--- config.mk ---
export PLATFORM = sky130hd
export DESIGN_NAME = sa6pi_irq_enable
export DESIGN_NICKNAME = d
export VERILOG_FILES = /design/src/sa6pi_pkg.sv /design/src/sa6pi_evt_if.sv /design/src/sa6pi_match_tracker.sv /design/src/sa6pi_irq_enable.sv
export SDC_FILE = /design/constraint.sdc
export NUM_CORES = 1
export LEC_CHECK = 0
export BUFFER_PORTS_ARGS = -buffer_cell sky130_fd_sc_hd__buf_2
export CORE_ASPECT_RATIO = 0.6
export CORE_MARGIN = 5
export CORE_UTILIZATION = 56
export DETAILED_ROUTE_END_ITERATION = 6
export GPL_ROUTABILITY_DRIVEN = 1
export GPL_TIMING_DRIVEN = 0
export HOLD_SLACK_MARGIN = 0.02
export PLACE_DENSITY = 0.82
export SYNTH_ARGS = -nofsm -noshare
export SYNTH_HDL_FRONTEND = slang
export SYNTH_SLANG_ARGS = --single-unit
--- constraint.sdc ---
create_clock -name mclk -period 3.85 [get_ports mclk]
set_input_delay 0 -clock mclk [delete_from_list [all_inputs] [get_ports mclk]]
set_output_delay 0 -clock mclk [all_outputs]
set_load 0.1 [all_outputs]
--- src/sa6pi_pkg.sv ---
// Constants shared by the national bit six pattern-change interrupt logic
package sa6pi_pkg;

    // ------------------------------------------------------------
    // Register bus geometry
    // ------------------------------------------------------------
    localparam int ADDR_W = 8;
    localparam int DATA_W = 8;

    // Register offsets
    localparam logic [ADDR_W-1:0] OFS_IRQ_ENABLE = 8'h00;
    localparam logic [ADDR_W-1:0] OFS_IRQ_STATUS = 8'h01;
    localparam logic [ADDR_W-1:0] OFS_MATCH_NOW = 8'h02;

    // ------------------------------------------------------------
    // Field layout: pattern index i lives at register bit i + PAT_LSB
    // ------------------------------------------------------------
    localparam int NUM_PAT = 6;
    localparam int PAT_LSB = 2;
    localparam int BIT_ALL_ONES = 7;
    localparam int BIT_1110 = 6;
    localparam int BIT_1100 = 5;
    localparam int BIT_1010 = 4;
    localparam int BIT_1000 = 3;
    localparam int BIT_001X = 2;

    // Reset values
    localparam logic [DATA_W-1:0] RST_IRQ_ENABLE = 8'h00;
    localparam logic [DATA_W-1:0] RST_IRQ_STATUS = 8'h00;
    localparam logic [DATA_W-1:0] RST_READ_DATA = 8'h00;
    localparam logic [NUM_PAT-1:0] RST_PAT_FLAGS = 6'h00;

    // ------------------------------------------------------------
    // Patterns, index 0 = bit 2 (001x) up to index 5 = bit 7 (1111)
    // ------------------------------------------------------------
    typedef logic [NUM_PAT-1:0][3:0] sa6pi_pat_tab_t;

    localparam sa6pi_pat_tab_t PAT_VALUE = {4'hf, 4'he, 4'hc, 4'ha, 4'h8, 4'h2};
    localparam sa6pi_pat_tab_t PAT_CARE = {4'hf, 4'hf, 4'hf, 4'hf, 4'hf, 4'he};

endpackage

--- src/sa6pi_evt_if.sv ---
// Interface between the register hub and the pattern match tracker
`timescale 1ns/100ps
`default_nettype none

interface sa6pi_evt_if;
    import sa6pi_pkg::*;

    logic [3:0] nibble;          // Debounced national bit six nibble
    logic [NUM_PAT-1:0] match;   // Registered match state per pattern
    logic [NUM_PAT-1:0] change;  // One-cycle pulse on entry or exit

    modport tracker (
        input nibble,
        output match,
        output change
    );

    modport hub (
        output nibble,
        input match,
        input change
    );

endinterface

`default_nettype wire

--- src/sa6pi_match_tracker.sv ---
// Pattern match tracker: detects entry into and exit from each pattern
`timescale 1ns/100ps
`default_nettype none

module sa6pi_match_tracker #(
    parameter int NPAT = sa6pi_pkg::NUM_PAT  // Number of tracked patterns
) (
    input wire logic mclk,              // Register clock
    input wire logic rstn,              // Asynchronous reset, active low
    sa6pi_evt_if.tracker evt            // Nibble in, match and change out
);
    import sa6pi_pkg::*;

    // ------------------------------------------------------------
    // Elaboration check
    // ------------------------------------------------------------
    if (NPAT != NUM_PAT) begin : g_bad_npat
        $error("sa6pi_match_tracker: NPAT must equal the pattern table size");
    end

    logic [NUM_PAT-1:0] hit;
    logic [NUM_PAT-1:0] match;
    logic [NUM_PAT-1:0] change;
    logic primed;
    logic [NUM_PAT-1:0] next_match;
    logic [NUM_PAT-1:0] next_change;
    logic next_primed;

    // ------------------------------------------------------------
    // Compare against each pattern; cleared care bits are ignored
    // ------------------------------------------------------------
    for (genvar i = 0; i < NUM_PAT; i++) begin : g_cmp
        assign hit[i] = ((evt.nibble ^ PAT_VALUE[i]) & PAT_CARE[i]) == 4'h0;
    end

    // Both edges of a match produce a change pulse; the first sample after
    // reset only loads the history so a standing value is not reported
    always_comb begin
        next_match = hit;
        next_primed = 1'b1;
        next_change = primed ? (hit ^ match) : RST_PAT_FLAGS;
    end

    // History and pulse registers
    always_ff @(posedge mclk or negedge rstn) begin
        if (!rstn) begin
            match <= RST_PAT_FLAGS;
            change <= RST_PAT_FLAGS;
            primed <= 1'b0;
        end else begin
            match <= next_match;
            change <= next_change;
            primed <= next_primed;
        end
    end

    assign evt.match = match;
    assign evt.change = change;

endmodule

`default_nettype wire

--- src/sa6pi_irq_enable.sv ---
// National bit six pattern-change interrupt enable, status and request logic
//
// Our own choices: the strobed register port and the address map.
`timescale 1ns/100ps
`default_nettype none

module sa6pi_irq_enable (
    input wire logic mclk,                                // Register clock, 125 MHz
    input wire logic rstn,                                // Asynchronous reset, active low
    input wire logic [3:0] nibbleIn,                      // Debounced nibble, same clock
    input wire logic [sa6pi_pkg::ADDR_W-1:0] regAddr,     // Register address
    input wire logic [sa6pi_pkg::DATA_W-1:0] regWrData,   // Register write data
    input wire logic regWr,                               // Write strobe, one cycle
    input wire logic regRd,                               // Read strobe, one cycle
    output logic [sa6pi_pkg::DATA_W-1:0] regRdData,       // Read data, cycle after strobe
    output logic irq                                      // Interrupt request, active high
);
    import sa6pi_pkg::*;

    // ------------------------------------------------------------
    // Declarations
    // ------------------------------------------------------------
    sa6pi_evt_if evt ();

    logic [NUM_PAT-1:0] enable;
    logic [NUM_PAT-1:0] status;
    logic [NUM_PAT-1:0] next_enable;
    logic [NUM_PAT-1:0] next_status;
    logic [DATA_W-1:0] next_regRdData;
    logic next_irq;

    logic selEnable;
    logic selStatus;
    logic selMatch;
    logic [NUM_PAT-1:0] wrField;
    logic [NUM_PAT-1:0] statusEvent;
    logic [NUM_PAT-1:0] statusClear;

    // ------------------------------------------------------------
    // Pattern tracker
    // ------------------------------------------------------------

    // The nibble comes from the framer's debounce logic on mclk, so it
    // needs no synchroniser here
    assign evt.nibble = nibbleIn;

    sa6pi_match_tracker #(
        .NPAT(NUM_PAT)
    ) u_tracker (
        .mclk(mclk),
        .rstn(rstn),
        .evt(evt)
    );

    // ------------------------------------------------------------
    // Address decode
    // ------------------------------------------------------------

    // Full address compare; anything unmapped reads zero and ignores writes
    assign selEnable = (regAddr == OFS_IRQ_ENABLE);
    assign selStatus = (regAddr == OFS_IRQ_STATUS);
    assign selMatch = (regAddr == OFS_MATCH_NOW);

    // Pattern field of the write data, bits 7 down to 2
    assign wrField = regWrData[PAT_LSB +: NUM_PAT];

    // ------------------------------------------------------------
    // Enable register
    // ------------------------------------------------------------

    // Bits 7..2 are read/write and clear to 0; bits 1..0 are not
    // implemented by this block and read back as zero
    always_comb begin
        next_enable = enable;
        if (regWr && selEnable) begin
            next_enable[BIT_ALL_ONES - PAT_LSB] = wrField[BIT_ALL_ONES - PAT_LSB];
            next_enable[BIT_1110 - PAT_LSB] = wrField[BIT_1110 - PAT_LSB];
            next_enable[BIT_1100 - PAT_LSB] = wrField[BIT_1100 - PAT_LSB];
            next_enable[BIT_1010 - PAT_LSB] = wrField[BIT_1010 - PAT_LSB];
            next_enable[BIT_1000 - PAT_LSB] = wrField[BIT_1000 - PAT_LSB];
            next_enable[BIT_001X - PAT_LSB] = wrField[BIT_001X - PAT_LSB];
        end
    end

    // Enable flops; reset value 0 keeps every pattern quiet at start
    always_ff @(posedge mclk or negedge rstn) begin
        if (!rstn) begin
            enable <= RST_IRQ_ENABLE[PAT_LSB +: NUM_PAT];
        end else begin
            enable <= next_enable;
        end
    end

    // ------------------------------------------------------------
    // Status register
    // ------------------------------------------------------------

    // Only enabled patterns record their change events, so a disabled
    // pattern can neither set status nor raise the request
    assign statusEvent = evt.change & enable;

    // Reading the status register clears it; writing ones also clears
    // the chosen bits, for software that prefers explicit acknowledge
    always_comb begin
        statusClear = RST_PAT_FLAGS;
        if (regRd && selStatus) begin
            statusClear = ~RST_PAT_FLAGS;
        end else if (regWr && selStatus) begin
            statusClear = wrField;
        end
    end

    // A change landing in the clearing cycle survives: set wins over clear
    always_comb begin
        next_status = (status & ~statusClear) | statusEvent;
    end

    // Sticky status flops
    always_ff @(posedge mclk or negedge rstn) begin
        if (!rstn) begin
            status <= RST_IRQ_STATUS[PAT_LSB +: NUM_PAT];
        end else begin
            status <= next_status;
        end
    end

    // ------------------------------------------------------------
    // Read data path
    // ------------------------------------------------------------

    // Read data is captured on the strobe and stands only in the next
    // cycle; the status value returned is the one before the clear
    always_comb begin
        next_regRdData = RST_READ_DATA;
        if (regRd) begin
            if (selEnable) begin
                next_regRdData[PAT_LSB +: NUM_PAT] = enable;
            end else if (selStatus) begin
                next_regRdData[PAT_LSB +: NUM_PAT] = status;
            end else if (selMatch) begin
                next_regRdData[PAT_LSB +: NUM_PAT] = evt.match;
            end
        end
    end

    // Read data flop
    always_ff @(posedge mclk or negedge rstn) begin
        if (!rstn) begin
            regRdData <= RST_READ_DATA;
        end else begin
            regRdData <= next_regRdData;
        end
    end

    // ------------------------------------------------------------
    // Interrupt request
    // ------------------------------------------------------------

    // Built from the next values so the output flop lines up with the
    // status and enable flops: no extra cycle of stale request after a
    // clear or after software drops an enable
    always_comb begin
        next_irq = |(next_status & next_enable);
    end

    // Request flop, level output
    always_ff @(posedge mclk or negedge rstn) begin
        if (!rstn) begin
            irq <= 1'b0;
        end else begin
            irq <= next_irq;
        end
    end

endmodule

`default_nettype wire

# Word level (Yosys, flattened, before mapping)
# Cells that the tools add are included.
# W data, S select, Z words.
[word_totals]
reg_bits = 32
output_inout_bits = 9
[classes]
n_eq_ne = 2
n_mux = 8
bitwise_logic = 12
reduce_logical = 11
[op_table]
columns = ["op", "count"]
rows = [
  ["$mux W6", 8],
  ["$logic_not A4 Y1", 6],
  ["$and A6 B6 Y6", 3],
  ["$eq A8 B1 Y1 const B", 1],
  ["$eq A8 B2 Y1 const B", 1],
  ["$logic_not A8 Y1", 1],
  ["$not A6 Y6", 1],
  ["$or A6 B6 Y6", 1],
  ["$reduce_or A6 Y1", 1],
  ["$xor A6 B6 Y6", 1],
  ["$not A2 Y2", 2],
  ["$not A4 Y4", 1],
  ["$logic_and A1 B1 Y1", 3],
  ["$not A3 Y3", 1],
  ["$not A1 Y1", 2],
]

# Logic depth before layout (Yosys ltp)
[depth]
ltp_word = 9
mapped_depth = 6
mapped_depth_nobuf = 5

# By module
# A second synthesis with hierarchy kept.
[unflattened]
hier_cells = 130
area_unflattened_um2 = 1497.7
[modules_own_cells]
columns = ["module", "instances", "cells_each", "area_per_inst_um2"]
rows = [
  ["sa6pi_irq_enable", 1, 91, 970.9],
  ["sa6pi_match_tracker", 1, 39, 526.8],
]

# Worst setup path after synthesis
# No wires, ideal clock.
[synth_path]
path_type = "input to register"
startpoint = "in regAddr[3] (netlist bit)"
endpoint = "reg irq"
setup_ns = 0.138
arrival_time_ns = 1.536
t_required_ns = 3.712
slack_ns = 2.176
cell_stages = 5
n_path_buf = 0
path_cell_list = "nor4_4 > nand4_4 > mux2_4 > a21boi_1 > or4b_1"
[synth_rtl]
columns = ["element", "line", "source"]
rows = [
  ["start: declaration", "sa6pi_irq_enable.sv:11", "input wire logic [sa6pi_pkg::ADDR_W-1:0] regAddr,"],
  ["$logic_not A8 Y1", "sa6pi_irq_enable.sv:60", "assign selEnable = (regAddr == OFS_IRQ_ENABLE);"],
  ["$logic_and A1 B1 Y1", "sa6pi_irq_enable.sv:75", "if (regWr && selEnable) begin"],
  ["$mux W6", "sa6pi_irq_enable.sv:75", ""],
  ["named net next_enable[0]", "sa6pi_irq_enable.sv:27", "logic [NUM_PAT-1:0] next_enable;"],
  ["$and A6 B6 Y6", "sa6pi_irq_enable.sv:163", "next_irq = |(next_status & next_enable);"],
  ["$reduce_or A6 Y1", "sa6pi_irq_enable.sv:163", ""],
  ["named net next_irq", "sa6pi_irq_enable.sv:30", "logic next_irq;"],
  ["end signal: assignment", "sa6pi_irq_enable.sv:171", "irq <= next_irq;"],
  ["end: declaration", "sa6pi_irq_enable.sv:16", "output logic irq"],
]
# The timed path passes the listed nets, and every way through them passes these cells.

# Worst setup path after layout
[layout_path]
startpoint = "reg enable[1]"
endpoint = "reg irq"
[layout_via]
elab_chain_cells = 4
[layout_lines]
columns = ["element", "line", "source"]
rows = [
  ["start: declaration", "sa6pi_irq_enable.sv:25", "logic [NUM_PAT-1:0] enable;"],
  ["start signal: assignment", "sa6pi_irq_enable.sv:88", "enable <= RST_IRQ_ENABLE[PAT_LSB +: NUM_PAT];"],
  ["start signal: assignment", "sa6pi_irq_enable.sv:90", "enable <= next_enable;"],
  ["$and A6 B6 Y6", "sa6pi_irq_enable.sv:100", "assign statusEvent = evt.change & enable;"],
  ["$or A6 B6 Y6", "sa6pi_irq_enable.sv:115", "next_status = (status & ~statusClear) | statusEvent;"],
  ["$and A6 B6 Y6 *", "sa6pi_irq_enable.sv:163", ""],
  ["$reduce_or A6 Y1 *", "sa6pi_irq_enable.sv:163", ""],
  ["named net next_irq", "sa6pi_irq_enable.sv:30", ""],
]
# Mark *: on every way through the listed nets, which the timed path passes. The rest lies on a longest branch.

==> summary.md <==
| Metric | Value |
|---|---|
| GRT Overall Usage | 20.0% |
| Io pins | 33 |
| Dpl ws | 1860 ps |
| WL final | 3.22 mm |
| Ys flop type | dfrtp_1 |
| Sequential-to-total area share from yosys stat | 55.4% |
| Antenna-violating nets left | 0 |
| Startpoint Class | flip-flop |
| Clk pin slew, worst setup/hold paths | 60 ps |
| Number of synthesis warnings | 0 |
| Worst setup path class | reg2reg |
| Num CTS Buffers | 5 |
| Grt ovf | 0 |
| Worst Path Max Fanout | 3 |
| Fraction of layout cells with a size suffix above 1 | 23.3% |
| Critical path's slowest cell | or4b_1 |
| Die Y | 49.4 um |
| WP data required | 4000 ps |
| Top cells by area, synth | dfrtp_1, a2111oi_0, nand2b_1 |
| FF+latch count, synth | 32 |
| Fillers | 185 |
| Via count | 1138 |
| CP max stage delay | 530 ps |
| Initial antenna violation count | 0 |
| Setup violators final | 0 |
| Rel. slew slack | 55.1% |
| Status | complete, no violations |
| Peak VDD IR | 0.000279 V |
| Synth Cell Area | 0.00145 mm^2 |
| CP arrival | 1860 ps |
| Syn avg cell area | 11.3 um^2 |
| TritonCTS clock tree | done |
| Placed cells | 188 |
| Max-Cap Viols | 0 |
| Worst Setup End Kind | flip-flop |
| Setup Buffers After CTS | 0 |
| Die Width | 75.6 um |
| Synthesized instance count | 128 |
| Area of the core | 0.00249 mm^2 |
| DR iter-0 viols | 51 |
| Die area | 0.00373 mm^2 |
| Hold depth | 2 |
| Power Dens Cells | 390 mW/mm^2 |
| Ratio of final minimum period to clock period | 44.3% |
| Crit path cell chain | a22oi_1 -> a21boi_0 -> o22ai_1 -> or4b_1 |
| Post-synth ARST share | 100% |
| Largest net degree at the start of global routing | 33 |
| Root buf cell | clkbuf_8 |
| Layout Nets | 199 |
| DRT Pass-1 Iters | 4 |
| Final GP Congestion | 0.834 |
| Cts hold-fix bufs | 12 |
| Post-route insts no fill | 208 |
| CTS sink cnt | 32 |
| Area leader, netlist | dfrtp_1 |
| Most frequent cell after synthesis | dfrtp_1 |
| Post-synth EDFFs | 0 |
| Most frequent cells after synthesis | dfrtp_1, nor2_1, nand2b_1, nor2b_1, nand2_1 |
| Layout Skew | 2.42 ps |
| First-pass GRT wire length | 5.42 mm |
| Hold WC Path Type | in2reg |
| Final Hold Fails | 0 |
| Leak pwr | 0.931 nW |
| Worst-case reg-to-reg path depth | 4 |
| Max Clk Rate | 0.587 GHz |
| Vias/cell | 5.47 |
| Final min period | 1700 ps |
| Row count | 14 |
| Setup TNS | 0 ps |
| Port-buffer cells | 27 |
| Area share of the leading cell type in the synthesized netlist | 55.4% |
| Util after Layout | 73.7% |
| Wire length per cell | 15.5 um |
| RSZ-0062 raised after global routing | no |
| Vias in the first global route | 1186 |
| Ant diodes | 0 |
| Dpl hpwl | 2.37 mm |
| Slew Limit Fails | 0 |
| H-tree level count | 2 |
| Longest Clk Path Bufs | 2 |
| # DRC | 0 |
| Setup ws final | 2150 ps |
| Layout area overhead | 26.9% |
| Clk Latency, worst-skew pair | 280 ps |
| Initial core utilization | 58.1% |
| Yosys cell types | 29 |
| Worst slew pin tran | 674 ps |
| Post_cts resized | 0 |
[through the flow]
step	area [um^2]	power [W]	hold slack [ps]
floorplan	1450	0.000413	-296
global placement	1620	0.000443	68.6
detailed placement	1620	0.000446	83.0
CTS	1830	0.000717	38.2
global route	1830	0.000741	52.5
finish	1830	0.000715	41.6
[cell type report]
type,count,area [um^2],share of cell area [%]
timing repair buffer,39,255,13.9
clock buffer,8,90.1,4.91
buffer,4,22.5,1.23
sequential,32,801,43.7
tap,32,40.0,2.18
multi-input combinational,89,611,33.3
inverter,4,15.0,0.819
[cell usage in the layout, fill, tap and decap left out, types with 2 or more instances in the layout]
master / count
a2111oi_0: 6
a21boi_0: 2
a21boi_1: 2
a21oi_1: 6
a22o_1: 2
a22oi_1: 5
and2_1: 5
buf_2: 27
buf_4: 2
clkbuf_1: 4
clkbuf_8: 6
conb_1: 3
dfrtp_1: 32
dlygate4sd3_1: 12
inv_1: 4
mux2_2: 3
mux2i_1: 2
nand2_1: 7
nand2b_1: 8
nand3_1: 2
nand4b_1: 2
nor2_1: 11
nor2b_1: 8
nor3_1: 2
nor3b_1: 2
xor2_1: 5
[cells by family (layout without fill, tap and decap cells)]
group | after synthesis | count (layout) | synth area share [%]
AOI/OAI and AO/OA | 24 | 24 | 12.0
muxes | 6 | 6 | 4.76
other | 2 | 3 | 0.520
DFF | 32 | 32 | 55.4
xor gates and xnor gates | 6 | 6 | 3.64
and+or+nand+nor | 50 | 50 | 21.0
buffers and inverters | 8 | 55 | 2.60
[state kept, by name, summed over array words and instances, names as in the netlist]
name / flops
irq: 1
u_tracker.evt.match: 6
u_tracker.evt.change: 6
status: 6
enable: 6
u_tracker.primed: 1
regRdData: 6
[final timing paths]
kind / from / endpoint / slack [ps]
min reg2reg: u_tracker.evt.change[0]$_DFF_PN0_ / status[0]$_DFF_PN0_ / 530
min in group asynchronous: rstn / status[3]$_DFF_PN0_ / 290
max reg2reg: enable[1]$_DFF_PN0_ / irq$_DFF_PN0_ / 2150
max in group asynchronous: rstn / regRdData[3]$_DFF_PN0_ / 3130
min: regAddr[1] / regRdData[5]$_DFF_PN0_ / 40
max: enable[1]$_DFF_PN0_ / irq$_DFF_PN0_ / 2150
[worst max-delay path, delay by kind of cell (launching register included)]
kind	cells	cell delay [ps]
AO/OA/AOI/OAI	3	650
AND/OR/NAND/NOR	1	530
flip-flops	1	400
[per-layer routing]
metal	GRT usage, %	part of all wire (%)
met1	25.6	46
met2	30.8	47
met3	6.17	5.2
met4	8.72	1.5
met5	0	0
[power by group]
group | internal, W | switching [W]
Combinational | 0.0000347 | 0.0000584
Sequential | 0.000348 | 0.00000735
Clock | 0.000146 | 0.000121
No activity file was read; power rests on OpenSTA's default activity.
